File: config.mk
export PLATFORM = sky130hd
export DESIGN_NAME = srf_top
export DESIGN_NICKNAME = d
export VERILOG_FILES = /design/src/rtl/srf_blink.v /design/src/rtl/srf_timer.v /design/src/rtl/srf_top.v
export VERILOG_INCLUDE_DIRS = /design/src /design/src/rtl
export SDC_FILE = /design/constraint.sdc
export NUM_CORES = 1
export LEC_CHECK = 0
export BUFFER_PORTS_ARGS = -buffer_cell sky130_fd_sc_hd__buf_2
export CAP_MARGIN = 25
export CORE_ASPECT_RATIO = 0.5
export CORE_MARGIN = 2
export CORE_UTILIZATION = 60
export CTS_BUF_LIST = sky130_fd_sc_hd__clkbuf_2 sky130_fd_sc_hd__clkbuf_4 sky130_fd_sc_hd__clkbuf_8
export DETAILED_ROUTE_END_ITERATION = 6
export GPL_TIMING_DRIVEN = 0
export PLACE_DENSITY = 0.81
export SLEW_MARGIN = 5
export SYNTH_ARGS = -nofsm -noshare
export SYNTH_HDL_FRONTEND = slang
export SYNTH_SLANG_ARGS = --single-unit
File: constraint.sdc
create_clock -name sys_clk -period 4.4 [get_ports sys_clk]
set_input_delay 0.44 -clock sys_clk [delete_from_list [all_inputs] [get_ports sys_clk]]
set_output_delay 0.44 -clock sys_clk [all_outputs]
set_load 0.01 [all_outputs]
File: src/rtl/srf_map.vh
`ifndef SRF_MAP_VH
`define SRF_MAP_VH
`define SRF_CLK_MHZ        200
`define SRF_SUPPLY_LOSS_MS 20
`define SRF_SUPPLY_LOSS_CY (`SRF_SUPPLY_LOSS_MS * `SRF_CLK_MHZ * 1000)
`define SRF_POWER_OFF_MS   1000
`define SRF_POWER_OFF_CY   (`SRF_POWER_OFF_MS * `SRF_CLK_MHZ * 1000)
`define SRF_FB_MS          150
`define SRF_FB_CY          (`SRF_FB_MS * `SRF_CLK_MHZ * 1000)
`define SRF_LONG_MS        1000
`define SRF_LONG_CY        (`SRF_LONG_MS * `SRF_CLK_MHZ * 1000)
`define SRF_SHORT_MS       200
`define SRF_SHORT_CY       (`SRF_SHORT_MS * `SRF_CLK_MHZ * 1000)
`define SRF_DIGIT_GAP_MS   3000
`define SRF_DIGIT_GAP_CY   (`SRF_DIGIT_GAP_MS * `SRF_CLK_MHZ * 1000)
`define SRF_REPEAT_GAP_MS  5000
`define SRF_REPEAT_GAP_CY  (`SRF_REPEAT_GAP_MS * `SRF_CLK_MHZ * 1000)
`define SRF_INIT_MS        500
`define SRF_INIT_CY        (`SRF_INIT_MS * `SRF_CLK_MHZ * 1000)
`define SRF_PULSE_PERIOD_CY 200000
`define SRF_PULSE_LEN_CY   100
`define SRF_PREAMBLE_N     4'h3
`define SRF_ZERO_BLINKS    5'h10
`define SRF_FB_CODE        16'h0018
`define SRF_SUPPLY_CODE    16'h0082
`endif

File: src/rtl/srf_blink.v
`include "srf_map.vh"
`timescale 1ns/1ps
`default_nettype none
// =====================================================
// Error code blinker: preamble, digits, repeat
module srf_blink #(
  parameter [31:0] SHORT_CY  = `SRF_SHORT_CY,
  parameter [31:0] LONG_CY   = `SRF_LONG_CY,
  parameter [31:0] DIGIT_CY  = `SRF_DIGIT_GAP_CY,
  parameter [31:0] REPEAT_CY = `SRF_REPEAT_GAP_CY
) (
  input  wire        sys_clk,
  input  wire        sys_rst,
  input  wire        active,
  input  wire [15:0] code,
  input  wire [2:0]  ndigits,
  output reg         led
);
  localparam [2:0] S_IDLE = 3'h0, S_PRE_ON = 3'h1, S_PRE_OFF = 3'h2, S_LONG_GAP = 3'h3;
  localparam [2:0] S_ON = 3'h4, S_OFF = 3'h5, S_DGAP = 3'h6, S_RGAP = 3'h7;
  reg  [2:0]  st_q;
  reg  [4:0]  n_q;
  reg  [1:0]  dig_q;
  reg         ld;
  reg  [31:0] ld_cnt;
  wire        done;
  wire [3:0]  dval;
  wire [4:0]  blinks;
  srf_timer u_tmr (
    .sys_clk (sys_clk),
    .sys_rst (sys_rst),
    .load    (ld),
    .count   (ld_cnt),
    .done    (done)
  );
  // Current digit, most significant first
  assign dval   = code[{dig_q, 2'b00} +: 4];
  assign blinks = (dval == 4'h0) ? `SRF_ZERO_BLINKS : {1'b0, dval};
  // Sequencer
  always @(posedge sys_clk) begin
    ld     <= 1'b0;
    ld_cnt <= 32'h0;
    if (sys_rst || !active) begin
      st_q <= S_IDLE;
      led  <= 1'b0;
      n_q  <= 5'h0;
      dig_q <= 2'h0;
    end else if (st_q == S_IDLE) begin
      st_q <= S_PRE_ON; led <= 1'b1; n_q <= 5'h1;
      ld <= 1'b1; ld_cnt <= SHORT_CY;
    end else if (done && !ld) begin
      case (st_q)
        S_PRE_ON: begin
          st_q <= S_PRE_OFF; led <= 1'b0; ld <= 1'b1; ld_cnt <= SHORT_CY;
        end
        S_PRE_OFF: begin
          if (n_q == {1'b0, `SRF_PREAMBLE_N}) begin
            st_q <= S_LONG_GAP; ld <= 1'b1; ld_cnt <= DIGIT_CY;
            dig_q <= ndigits[1:0] - 2'h1;
          end else begin
            n_q <= n_q + 5'h1; st_q <= S_PRE_ON; led <= 1'b1;
            ld <= 1'b1; ld_cnt <= SHORT_CY;
          end
        end
        S_LONG_GAP, S_DGAP: begin
          st_q <= S_ON; led <= 1'b1; n_q <= 5'h1; ld <= 1'b1; ld_cnt <= LONG_CY >> 1;
        end
        S_ON: begin
          st_q <= S_OFF; led <= 1'b0; ld <= 1'b1; ld_cnt <= LONG_CY >> 1;
        end
        S_OFF: begin
          if (n_q != blinks) begin
            n_q <= n_q + 5'h1; st_q <= S_ON; led <= 1'b1;
            ld <= 1'b1; ld_cnt <= LONG_CY >> 1;
          end else if (dig_q != 2'h0) begin
            dig_q <= dig_q - 2'h1; st_q <= S_DGAP; ld <= 1'b1; ld_cnt <= DIGIT_CY;
          end else begin
            st_q <= S_RGAP; ld <= 1'b1; ld_cnt <= REPEAT_CY;
          end
        end
        S_RGAP: begin
          st_q <= S_PRE_ON; led <= 1'b1; n_q <= 5'h1; ld <= 1'b1; ld_cnt <= SHORT_CY;
        end
        default: st_q <= S_IDLE;
      endcase
    end
  end
endmodule // srf_blink
`default_nettype wire

File: src/rtl/srf_timer.v
`timescale 1ns/1ps
`default_nettype none
// =====================================================
// Down counter: load, count, done level held at zero
module srf_timer (
  input  wire        sys_clk,
  input  wire        sys_rst,
  input  wire        load,
  input  wire [31:0] count,
  output wire        done
);
  reg [31:0] cnt_q;
  // Count down to zero, reload on request
  always @(posedge sys_clk) begin
    if (sys_rst)
      cnt_q <= 32'h0;
    else if (load)
      cnt_q <= count;
    else if (cnt_q != 32'h0)
      cnt_q <= cnt_q - 32'h1;
  end
  assign done = (cnt_q == 32'h0) && !load;
endmodule // srf_timer
`default_nettype wire

File: src/rtl/srf_top.v
`include "srf_map.vh"
`timescale 1ns/1ps
`default_nettype none
// =====================================================
// Safety relay status and fault indication
module srf_top #(
  parameter [31:0] SUPPLY_LOSS_CY = `SRF_SUPPLY_LOSS_CY,
  parameter [31:0] POWER_OFF_CY   = `SRF_POWER_OFF_CY,
  parameter [31:0] FB_CY          = `SRF_FB_CY,
  parameter [31:0] INIT_CY        = `SRF_INIT_CY,
  parameter [31:0] SHORT_CY       = `SRF_SHORT_CY,
  parameter [31:0] LONG_CY        = `SRF_LONG_CY,
  parameter [31:0] DIGIT_CY       = `SRF_DIGIT_GAP_CY,
  parameter [31:0] REPEAT_CY      = `SRF_REPEAT_GAP_CY,
  parameter [31:0] PULSE_PERIOD   = `SRF_PULSE_PERIOD_CY,
  parameter [31:0] PULSE_LEN      = `SRF_PULSE_LEN_CY
) (
  input  wire        sys_clk,
  input  wire        sys_rst,
  input  wire        supply_ok,
  input  wire        mode_valid,
  input  wire        start_done,
  input  wire        own_demand,
  input  wire        or_link_input,
  input  wire        and_link_input,
  input  wire        delay_expired,
  input  wire        instant_feedback_input,
  input  wire        delayed_feedback_input,
  input  wire        fault_req,
  input  wire [15:0] fault_code,
  input  wire [2:0]  fault_digits,
  output reg         instant_out,
  output reg         delayed_out,
  output reg         power_led,
  output wire        first_channel_led,
  output wire        second_channel_led,
  output wire        fault_active,
  output wire        cut_delay
);
  localparam [1:0] P_INIT = 2'h0, P_WAIT = 2'h1, P_RUN = 2'h2;
  reg  [1:0]  ph_q;
  reg  [31:0] init_q, loss_q, off_q, fbi_q, fbd_q, pul_q, blk_q;
  reg         blink_q, sup_err_q, fb_err_q, off_ok_q, inst_q, del_q;
  reg         inst_d, del_d;
  wire        demand, ext_fault, any_err, ind_led, run;
  wire [15:0] code;
  wire [2:0]  nd;

  // =====================================================
  // Safety demand combination
  assign demand = (own_demand && and_link_input) || or_link_input;
  assign any_err = sup_err_q || fb_err_q || fault_req;
  assign fault_active = any_err;
  assign cut_delay = any_err;
  assign run = (ph_q == P_RUN) && !any_err;

  // Next output values before test pulses
  always @* begin
    inst_d = run && demand;
    del_d  = run && demand && (del_q || delay_expired);
  end

  // =====================================================
  // Power-up phase: init, wait for mode/start, run
  always @(posedge sys_clk) begin
    if (sys_rst) begin
      ph_q <= P_INIT;
      init_q <= 32'h0;
    end else begin
      case (ph_q)
        P_INIT: begin
          init_q <= init_q + 32'h1;
          if (init_q >= INIT_CY)
            ph_q <= P_WAIT;
        end
        P_WAIT: if (mode_valid && start_done) ph_q <= P_RUN;
        P_RUN:  if (!mode_valid) ph_q <= P_WAIT;
        default: ph_q <= P_INIT;
      endcase
    end
  end

  // Power LED blink base and drive
  always @(posedge sys_clk) begin
    if (sys_rst) begin
      blk_q <= 32'h0; blink_q <= 1'b0; power_led <= 1'b0;
    end else begin
      blk_q <= (blk_q >= (LONG_CY >> 1)) ? 32'h0 : blk_q + 32'h1;
      if (blk_q >= (LONG_CY >> 1)) blink_q <= !blink_q;
      power_led <= (ph_q == P_RUN) ? 1'b1 : blink_q;
    end
  end

  // =====================================================
  // Supply interruption and power-off qualification
  always @(posedge sys_clk) begin
    if (sys_rst) begin
      loss_q <= 32'h0; off_q <= 32'h0; sup_err_q <= 1'b0; off_ok_q <= 1'b0;
    end else begin
      loss_q <= supply_ok ? 32'h0 : (loss_q == 32'hffffffff ? loss_q : loss_q + 32'h1);
      if (!supply_ok && loss_q >= SUPPLY_LOSS_CY)
        sup_err_q <= 1'b1;
      off_q <= supply_ok ? 32'h0 : (off_q == 32'hffffffff ? off_q : off_q + 32'h1);
      if (sup_err_q && !supply_ok && off_q >= POWER_OFF_CY)
        off_ok_q <= 1'b1;
      if (off_ok_q && supply_ok) begin
        sup_err_q <= 1'b0;
        off_ok_q <= 1'b0;
      end
    end
  end

  // =====================================================
  // Feedback timeout after a falling output
  always @(posedge sys_clk) begin
    if (sys_rst) begin
      fbi_q <= 32'h0; fbd_q <= 32'h0; fb_err_q <= 1'b0;
    end else begin
      if (inst_q && !inst_d) fbi_q <= FB_CY;
      else if (instant_feedback_input) fbi_q <= 32'h0;
      else if (fbi_q != 32'h0) fbi_q <= fbi_q - 32'h1;
      if (del_q && !del_d) fbd_q <= FB_CY;
      else if (delayed_feedback_input) fbd_q <= 32'h0;
      else if (fbd_q != 32'h0) fbd_q <= fbd_q - 32'h1;
      if ((fbi_q == 32'h1 && !instant_feedback_input) ||
          (fbd_q == 32'h1 && !delayed_feedback_input))
        fb_err_q <= 1'b1;
    end
  end

  // =====================================================
  // Outputs with periodic test pulses
  always @(posedge sys_clk) begin
    if (sys_rst) begin
      inst_q <= 1'b0; del_q <= 1'b0; pul_q <= 32'h0;
      instant_out <= 1'b0; delayed_out <= 1'b0;
    end else begin
      inst_q <= inst_d;
      del_q  <= del_d;
      pul_q  <= (pul_q >= PULSE_PERIOD) ? 32'h0 : pul_q + 32'h1;
      instant_out <= inst_d && !(pul_q < PULSE_LEN);
      delayed_out <= del_d && !(pul_q < PULSE_LEN);
    end
  end

  // Channel LEDs follow logical output state unless a code shows
  assign code = sup_err_q ? `SRF_SUPPLY_CODE : fb_err_q ? `SRF_FB_CODE : fault_code;
  assign nd   = (sup_err_q || fb_err_q) ? 3'h2 : fault_digits;
  assign first_channel_led  = any_err ? ind_led : inst_q;
  assign second_channel_led = any_err ? ind_led : del_q;

  srf_blink #(
    .SHORT_CY  (SHORT_CY),
    .LONG_CY   (LONG_CY),
    .DIGIT_CY  (DIGIT_CY),
    .REPEAT_CY (REPEAT_CY)
  ) u_blink (
    .sys_clk (sys_clk),
    .sys_rst (sys_rst),
    .active  (any_err),
    .code    (code),
    .ndigits (nd),
    .led     (ind_led)
  );
endmodule // srf_top
`default_nettype wire
# After elaboration in Yosys (flattened, before gate mapping)
# Index checks and enable logic that the tools add are counted.
# classes
div_mod_pow	0
shift	1
mux	48
n_bitwise	2
add_sub_neg	11
n_eq_ne	25
order_cmp	6
multipliers	0
n_reduce_logical	67
# ops
op	n
adder 32 x 1 -> 32 bit, second input constant	5
two-way mux 25 bit	6
case mux 32 bit (4 select lines)	1
two-way mux 32 bit	3
nonzero test 32 bit	3
subtractor 32 x 1 -> 32 bit, second input constant	3
== test 32 x 1 -> 1 bit, second input constant	2
== test 32 bit, second input constant	2
greater-or-equal comparator 32 x 27 -> 1 bit, second input constant	2
two-way mux 26 bit	2
greater-or-equal comparator 32 x 18 -> 1 bit, second input constant	1
greater-or-equal comparator 32 x 22 -> 1 bit, second input constant	1
greater-or-equal comparator 32 x 28 -> 1 bit, second input constant	1
logical NOT 32 bit	1
less-than comparator 32 x 7 -> 1 bit, second input constant	1
two-way mux 16 bit	2
two-way mux 30 bit	1
two-way mux 29 bit	1
case mux 3 bit (6 select lines)	1
logical AND 1 bit	17
two-way mux 2 bit	8
OR reduction 2 bit	8
variable part select 16 x 5 -> 4 bit	1
two-way mux 1 bit	15
other kinds (34)	72
# word_totals
mem_bits_ro	0
mem_bits_rw	0
elab_cells	189
register_bits	311
input_bits	31
output_inout_bits	7
mem_count	0
latch_bits	0

# Logic depth before layout (Yosys ltp)
# Gate-level depths: netlist (run 1).
# logic_depth
depth_word	10
depth_mapped	11
ltp_nobuf	10

# By module
# From an unflattened synthesis (run 1), not the netlist that was laid out.
# hier_totals
cells_unflattened	1692
hier_area_um2	14315.0
# by_module_without_submodules
module	seq_area_each_um2	n_inst	cells_per_inst	area_each_um2
srf_top	4704.5	1	1305	10985.5
srf_timer	640.6	1	218	1878.1
srf_blink	500.5	1	169	1451.4

# Worst setup path before layout (run 1)
# OpenSTA, ideal clock, no wires.
# synth_path
path_kind	reg-to-reg
startpoint	register u_blink.dig_q[0]
endpoint	register u_blink.n_q[2]
period_less_slack_ns	2.631
setup_ns	0.071
required_time_ns	4.329
path_stages_with_launch	10
t_arrival_ns	2.560
setup_slack_ns	1.769
path_buffers	1
path_cell_list	dfxtp_1 > buf_2 > mux2_2 > nand3_1 > nand3_1 > or4_1 > a311oi_4 > o21ai_1 > a31o_2 > a21oi_1
# synth_between
elab_chain_len	6
# synth_rtl
item	line_no	rtl
start: declaration	srf_blink.v:23	reg [1:0] dig_q;
start signal: assignment	srf_blink.v:59	dig_q <= ndigits[1:0] - 2'h1;
variable part select 16 x 5 -> 4 bit (*)	srf_blink.v:37	assign dval = code[{dig_q, 2'b00} +: 4];
logical NOT 4 bit	srf_blink.v:38	assign blinks = (dval == 4'h0) ? `SRF_ZERO_BLINKS : {1'b0, dval};
two-way mux 5 bit (*)	srf_blink.v:38	
inequality test 5 bit (*)	srf_blink.v:72	if (n_q != blinks) begin
inequality test 2 x 1 -> 1 bit (no source line) (*)	-	
AND reduction 4 bit (no source line) (*)	-	
end signal: assignment	srf_blink.v:46	n_q <= 5'h0;
end signal: assignment	srf_blink.v:73	n_q <= n_q + 5'h1; st_q <= S_ON; led <= 1'b1;
end signal: assignment	srf_blink.v:82	st_q <= S_PRE_ON; led <= 1'b1; n_q <= 5'h1; ld <= 1'b1; ld_cnt <= SHORT_CY;
end: declaration	srf_blink.v:22	reg [4:0] n_q;
# Every way passes the cells marked *; elsewhere a longest branch is shown, timed or not.
# A chain may end at the register's enable or synchronous reset.

# Final worst setup path (run 1)
# layout_path
startpoint	register u_blink.u_tmr.cnt_q[15]
endpoint	register u_blink.dig_q[0]
# layout_between
elab_chain_len	4
# layout_rtl
item	line_no	rtl
start: declaration	srf_timer.v:12	reg [31:0] cnt_q;
start signal: assignment	srf_timer.v:18	cnt_q <= count;
start signal: assignment	srf_timer.v:20	cnt_q <= cnt_q - 32'h1;
logical NOT 32 bit	srf_timer.v:22	assign done = (cnt_q == 32'h0) && !load;
logical AND 1 bit	srf_timer.v:22	
logical AND 1 bit	srf_blink.v:51	end else if (done && !ld) begin
AND reduction 6 bit (no source line)	-	
# Every way passes these cells.

==> reports/qor.yml, run 1 <==
post-cts-setup-buffer-count: 0
worstSkewPairLatency_ns: 0.57
end_kind: "flip-flop"
ant_nets: 0
dp_slack_ns: 1.177
path_max_fanout: 10
final_cell_mix: "nor2_1, dfxtp_1, nand2_1"
fmax_mhz: 302.3
wl_per_cell_um: 13.94
htree_levels: 2
synth_ff_type: "dfxtp_1"
antenna_cells: 0
clock_sinks: 292
place_hpwl_mm: 19.39
cts.clk_slew.worst_paths_ns: 0.07
synth_enable_flop_cells: 0
whs_path_depth: 3
dr_total_vias: 11084
min_to: "delayed_out$_SDFF_PP0_"
yosysWarnings: 0
cts_tree: "yes"
fin_hold_ws_ns: 0.1544
syn_area_per_cell_um2: 8.438
path_class: "reg -> reg"
antenna_found_initial: 0
drt-total-wl_mm: 27.62
drive_gt1_share_pct: 8.680
min_path_type: "in -> reg"
clock_skew_ns: 0.03391
core_area_um2: 21590
dr.pass1.iters: 5
viasPerCell: 5.592
cts_hold_buffers: 0
required_ns: 4.84
cts_resized: 0
finalSetupViolCount: 0
postPlaceCellArea_um2: 13740
initial_core_util_pct: 60.82
cp-start-kind: "flip-flop"
max_cap_violations: 0
yosysSeqAreaShare_pct: 44.52
final_nets: 1699
ys_types: 69
irDropWorstVdd_v: 0.0003830
grt_pass1_vias: 10509
place.gp.congestion: 0.9244
port_buffers: 34
rr_worst_depth: 9
rr_startpoint: "u_blink.u_tmr.cnt_q[15]$_SDFFE_PP0P_"
grt_pass1_wl_mm: 46.95
die_width_um: 213.2
clockBufferDepth: 3
slew_violations: 0
dieArea_um2: 23150
drc: 0
rsz0062_at_grt: "false"
drt_iter0_drc: 933
fin_ws_ns: 1.092
ys_ff_latch: 292
grt_use_total_pct: 24.43
worst_pin_slew_ns: 0.7302
crit-reg2reg-capture: "u_blink.dig_q[0]$_SDFFE_PP0P_"
grt_max_degree: 12
clockRootBuffer: "clkbuf_8"
cts_buffers: 41
slew_headroom_pct: 51.32
outcome: "complete, no violations"
startpoint: "u_blink.u_tmr.cnt_q[15]$_SDFFE_PP0P_"
pin_count: 38
min_period_over_period_pct: 75.19
netlist_instances: 1556
final_common_cell: "nor2_1"
reg2reg_slack_ns: 1.09
final_area_um2: 14690
overflow: 0
finalHoldViolCount: 0
p_per_area_nw_per_um2: 665.2
die_h_um: 108.6
rows: 38
hold_path_startpoint: "delay_expired"
synth.cell_area_um2: 13130
syn2layout_area_growth_pct: 11.86
fin_util_pct: 68.03
tns_ns: 0
async_flop_share_pct: 0
finalCriticalPeriod_ns: 3.308
crit_arrival_ns: 3.74
p_leak_nw: 5.314
critical path, cell delays in order (launching register included):
cell     delay, ns
dfxtp_1       0.35
or4_4         0.56
or4_4         0.44
nor3_1        0.37
nand2_1       0.13
buf_2         0.22
nor2_1        0.49
buf_2         0.37
a31o_2        0.19
o21ai_0       0.06
cells by family (layout without fill, tap and decap cells):
| group | count (synthesis) | count (layout) | share of synthesized area [%] |
|---|---|---|---|
| DFF | 292 | 292 | 44.52 |
| muxes | 6 | 6 | 0.5813 |
| xor gates and xnor gates | 198 | 198 | 13.21 |
| AOI/OAI and AO/OA | 185 | 185 | 8.673 |
| adders and majority gates | 17 | 17 | 1.620 |
| buffers and inverters | 85 | 193 | 2.497 |
| other | 1 | 19 | 0.02856 |
| and+or+nand+nor | 772 | 772 | 28.87 |
through the flow:
step,instances,total power (W)
floorplan,1574,0.006650
global placement,1908,0.007215
detailed placement,1908,0.007370
CTS,1982,0.009794
global route,1982,0.01044
finish,1982,0.009769
cells in the mapped netlist (5+ instances only):
library cell    n  area [µm²]
inv_1          30       112.6
buf_1           6       22.52
nor2b_1        12       75.07
o21bai_1        5       37.54
clkbuf_1       44       165.2
nor3_1         60       300.3
or3_1          26       162.7
dfxtp_1       292        5846
o21a_1         16       120.1
a211oi_1        8       60.06
a21oi_1        70       350.3
o21ai_0        43       215.2
nor4_1         32       200.2
nand3_1        70       350.3
xor2_1        109       954.7
and3_1         24       150.1
a31oi_1         6       37.54
or2_2          11       68.82
nand4_1        46       287.8
nor2_1        297        1115
and2_1          6       37.54
nand2_1       115       431.7
ha_1           17       212.7
xnor2_1        89       779.5
and4_1         14       122.6
or4_4           5       56.30
nand2b_1       10       62.56
nand3b_1        8       60.06
or4_1          17       127.6
sequential cells by signal (all words and copies together) (netlist names), 2 cells and up:
| name | flops |
|---|---|
| pul_q | 32 |
| init_q | 32 |
| u_blink.u_tmr.cnt_q | 32 |
| fbd_q | 32 |
| u_blink.dig_q | 2 |
| blk_q | 32 |
| u_blink.ld_cnt | 13 |
| off_q | 32 |
| loss_q | 32 |
| ph_q | 2 |
| u_blink.n_q | 5 |
| fbi_q | 32 |
| u_blink.st_q | 3 |
power by group:
group | internal [W] | total [W] | leakage, nW | switching, W
clock network | 0.00134 | 0.00239 | 0.497 | 0.00105
logic | 0.00175 | 0.00399 | 2.44 | 0.00225
registers | 0.00304 | 0.00339 | 2.37 | 0.000355
how the worst max path moves through the flow:
stage / to / slack [ns] / cells past startpoint
finish: u_blink.dig_q[0]$_SDFFE_PP0P_ / 1.09 / 9
global route: u_blink.n_q[2]$_SDFFE_PP0P_ / 0.99 / 9
CTS: u_blink.dig_q[0]$_SDFFE_PP0P_ / 1.13 / 9
detailed placement: u_blink.dig_q[0]$_SDFFE_PP0P_ / 1.18 / 9
floorplan: u_blink.n_q[2]$_SDFFE_PP0P_ / 1.77 / 9
global placement: u_blink.dig_q[0]$_SDFFE_PP0P_ / 1.20 / 9
routing by layer:
metal / track usage, % / part of all wire, % / vias up
met3: 5.228 / 4.9 / 52
met1: 30.08 / 45 / 5278
met2: 43.11 / 48 / 209
li1: - / - / 5545
met4: 7.688 / 1.8 / 0
met5: 0 / 0 / -
cell type report:
class | instances | area (µm²)
multi-input cells | 1197 | 7023
fillers | 1772 | 6900
flip-flops and latches | 292 | 5846
clock buffers | 61 | 789.5
well taps | 300 | 375.4
plain buffers | 55 | 215.2
repair buffers | 34 | 170.2
clock inverters | 13 | 153.9
inverters | 30 | 112.6
Power figures use the tool's default switching activity.
==> run 2, diff against run 1 <==
--- a/config.mk
+++ b/config.mk
@@ -10,11 +10,11 @@
 export CAP_MARGIN = 25
 export CORE_ASPECT_RATIO = 0.5
 export CORE_MARGIN = 2
-export CORE_UTILIZATION = 60
+export CORE_UTILIZATION = 58
 export CTS_BUF_LIST = sky130_fd_sc_hd__clkbuf_2 sky130_fd_sc_hd__clkbuf_4 sky130_fd_sc_hd__clkbuf_8
 export DETAILED_ROUTE_END_ITERATION = 6
 export GPL_TIMING_DRIVEN = 0
-export PLACE_DENSITY = 0.81
+export PLACE_DENSITY = 0.82
 export SLEW_MARGIN = 5
 export SYNTH_ARGS = -nofsm -noshare
 export SYNTH_HDL_FRONTEND = slang
==> constraint.sdc (replaced) <==
create_clock -name sys_clk -period 2.9 [get_ports sys_clk]
set_input_delay 0.29 -clock sys_clk [delete_from_list [all_inputs] [get_ports sys_clk]]
set_output_delay 0.29 -clock sys_clk [all_outputs]
set_load 0.01 [all_outputs]
==> run 2 against run 1 <==
Sequential share of layout area is 0.32 points lower. Register-to-register slack worse by 1.0 ns. Wire length is 4.6% higher. Clock power is 39% higher. Maximum frequency is 18% higher. Die area is 3.3% higher. Global-route usage hardly changed. Via count is 0.71% higher. Critical path depth is 2 lower. Worst hold slack worse by 0.12 ns. Critical path type unchanged. Highest routed layer unchanged.
==> reports/qor.yml, run 2 (synthesis results as in run 1) <==
p_per_area_nw_per_um2: 1024
p_leak_nw: 5.338
crit_arrival_ns: 3.21
fin_ws_ns: 0.09283
cp-start-kind: "flip-flop"
cts.clk_slew.worst_paths_ns: 0.07
path_max_fanout: 4
viasPerCell: 5.627
grt_pass1_vias: 10931
initial_core_util_pct: 59.90
die_h_um: 110.4
pin_count: 38
drc: 0
port_buffers: 34
syn2layout_area_growth_pct: 12.86
grt_use_total_pct: 24.46
drt_iter0_drc: 859
place.gp.congestion: 0.9130
drt-total-wl_mm: 28.88
cts_tree: "yes"
clockRootBuffer: "clkbuf_8"
required_ns: 3.31
clock_sinks: 292
core_area_um2: 21920
worst_pin_slew_ns: 0.7307
postPlaceCellArea_um2: 13740
antenna_found_initial: 0
final_cell_mix: "nor2_1, dfxtp_1, nand2_1"
finalCriticalPeriod_ns: 2.807
irDropWorstVdd_v: 0.0008343
fmax_mhz: 356.2
min_path_type: "in -> reg"
grt_pass1_wl_mm: 49.00
clock_skew_ns: 0.04878
outcome: "complete, no violations"
slew_violations: 0
dieArea_um2: 23930
final_nets: 1706
place_hpwl_mm: 20.01
path_class: "reg -> reg"
multiInputGateArea_um2: 7161
seqCellArea_um2: 5851
htree_levels: 2
slew_headroom_pct: 51.29
dp_slack_ns: -0.3956
fillers: 1659
final_area_um2: 14820
cts_buffers: 40
clockBufferDepth: 3
end_kind: "flip-flop"
finalSetupViolCount: 0
wl_per_cell_um: 14.56
rows: 38
final_common_cell: "nor2_1"
drive_gt1_share_pct: 10.27
min_period_over_period_pct: 96.80
max_cap_violations: 0
dr.pass1.iters: 5
overflow: 0
dr_total_vias: 11163
die_width_um: 216.8
finalHoldViolCount: 0
ant_nets: 0
grt_max_degree: 13
antenna_cells: 0
worstSkewPairLatency_ns: 0.57
fin_util_pct: 67.60
tns_ns: 0
-- run 2: what timing repair did --
item / CTS / global route
pin swaps: 1 / 5
hold buffers: 1 / 0
setup buffers: 3 / 7
resized for setup: 8 / 33
hold endpoints to repair: 2 / 0
endpoints found under the setup margin: 28 / 63
-- run 2: power breakdown --
part | switching, W | leakage [nW] | internal, W
sequential | 0.000598 | 2.37 | 0.00461
combinational | 0.00367 | 2.54 | 0.00297
clock | 0.00157 | 0.429 | 0.00176
total | 0.00584 | 5.34 | 0.00934
-- run 2: layout make-up --
type                    count  area share [%]
repair buffers             45           1.723
well taps                 300           2.533
clock inverters            15          0.9542
flip-flops and latches    292           39.49
multi-input cells        1197           48.33
clock buffers              53           4.712
inverters                  30          0.7600
plain buffers              52           1.503
-- run 2: critical path: stages (launching register included) --
cell and delay, ns:
dfxtp_1 0.35, or4_4 0.56, or4_4 0.47, nor3_4 0.26
nand3_1 0.14, or4b_2 0.62, a21oi_1 0.16, nor3_1 0.07
-- run 2: final timing paths --
| check | end | depth (start not counted) | from | slack, ns |
|---|---|---|---|---|
| setup reg to reg | u_blink.n_q[0]$_SDFFE_PP0P_ | 7 | u_blink.u_tmr.cnt_q[15]$_SDFFE_PP0P_ | 0.09 |
| hold / removal | ph_q[1]$_SDFFE_PP0P_ | 2 | mode_valid | 0.04 |
| setup / recovery | u_blink.n_q[0]$_SDFFE_PP0P_ | 7 | u_blink.u_tmr.cnt_q[15]$_SDFFE_PP0P_ | 0.09 |
| hold reg to reg | off_ok_q$_SDFFE_PP0P_ | 2 | off_ok_q$_SDFFE_PP0P_ | 0.48 |
-- run 2: metrics by stage --
stage	hold slack (ns)	power (W)	cells
global placement	0.4440	0.01094	1908
CTS	0.01152	0.01454	1979
floorplan	0.4300	0.01009	1574
global route	0.02371	0.01621	1984
detailed placement	0.4535	0.01135	1908
finish	0.03510	0.01518	1984
-- run 2: routing by layer --
layer,track usage (%),wire length (µm)
met2,44.05,13910
met1,29.31,12680
met4,9.051,724
met5,0,0
met3,5.130,1562
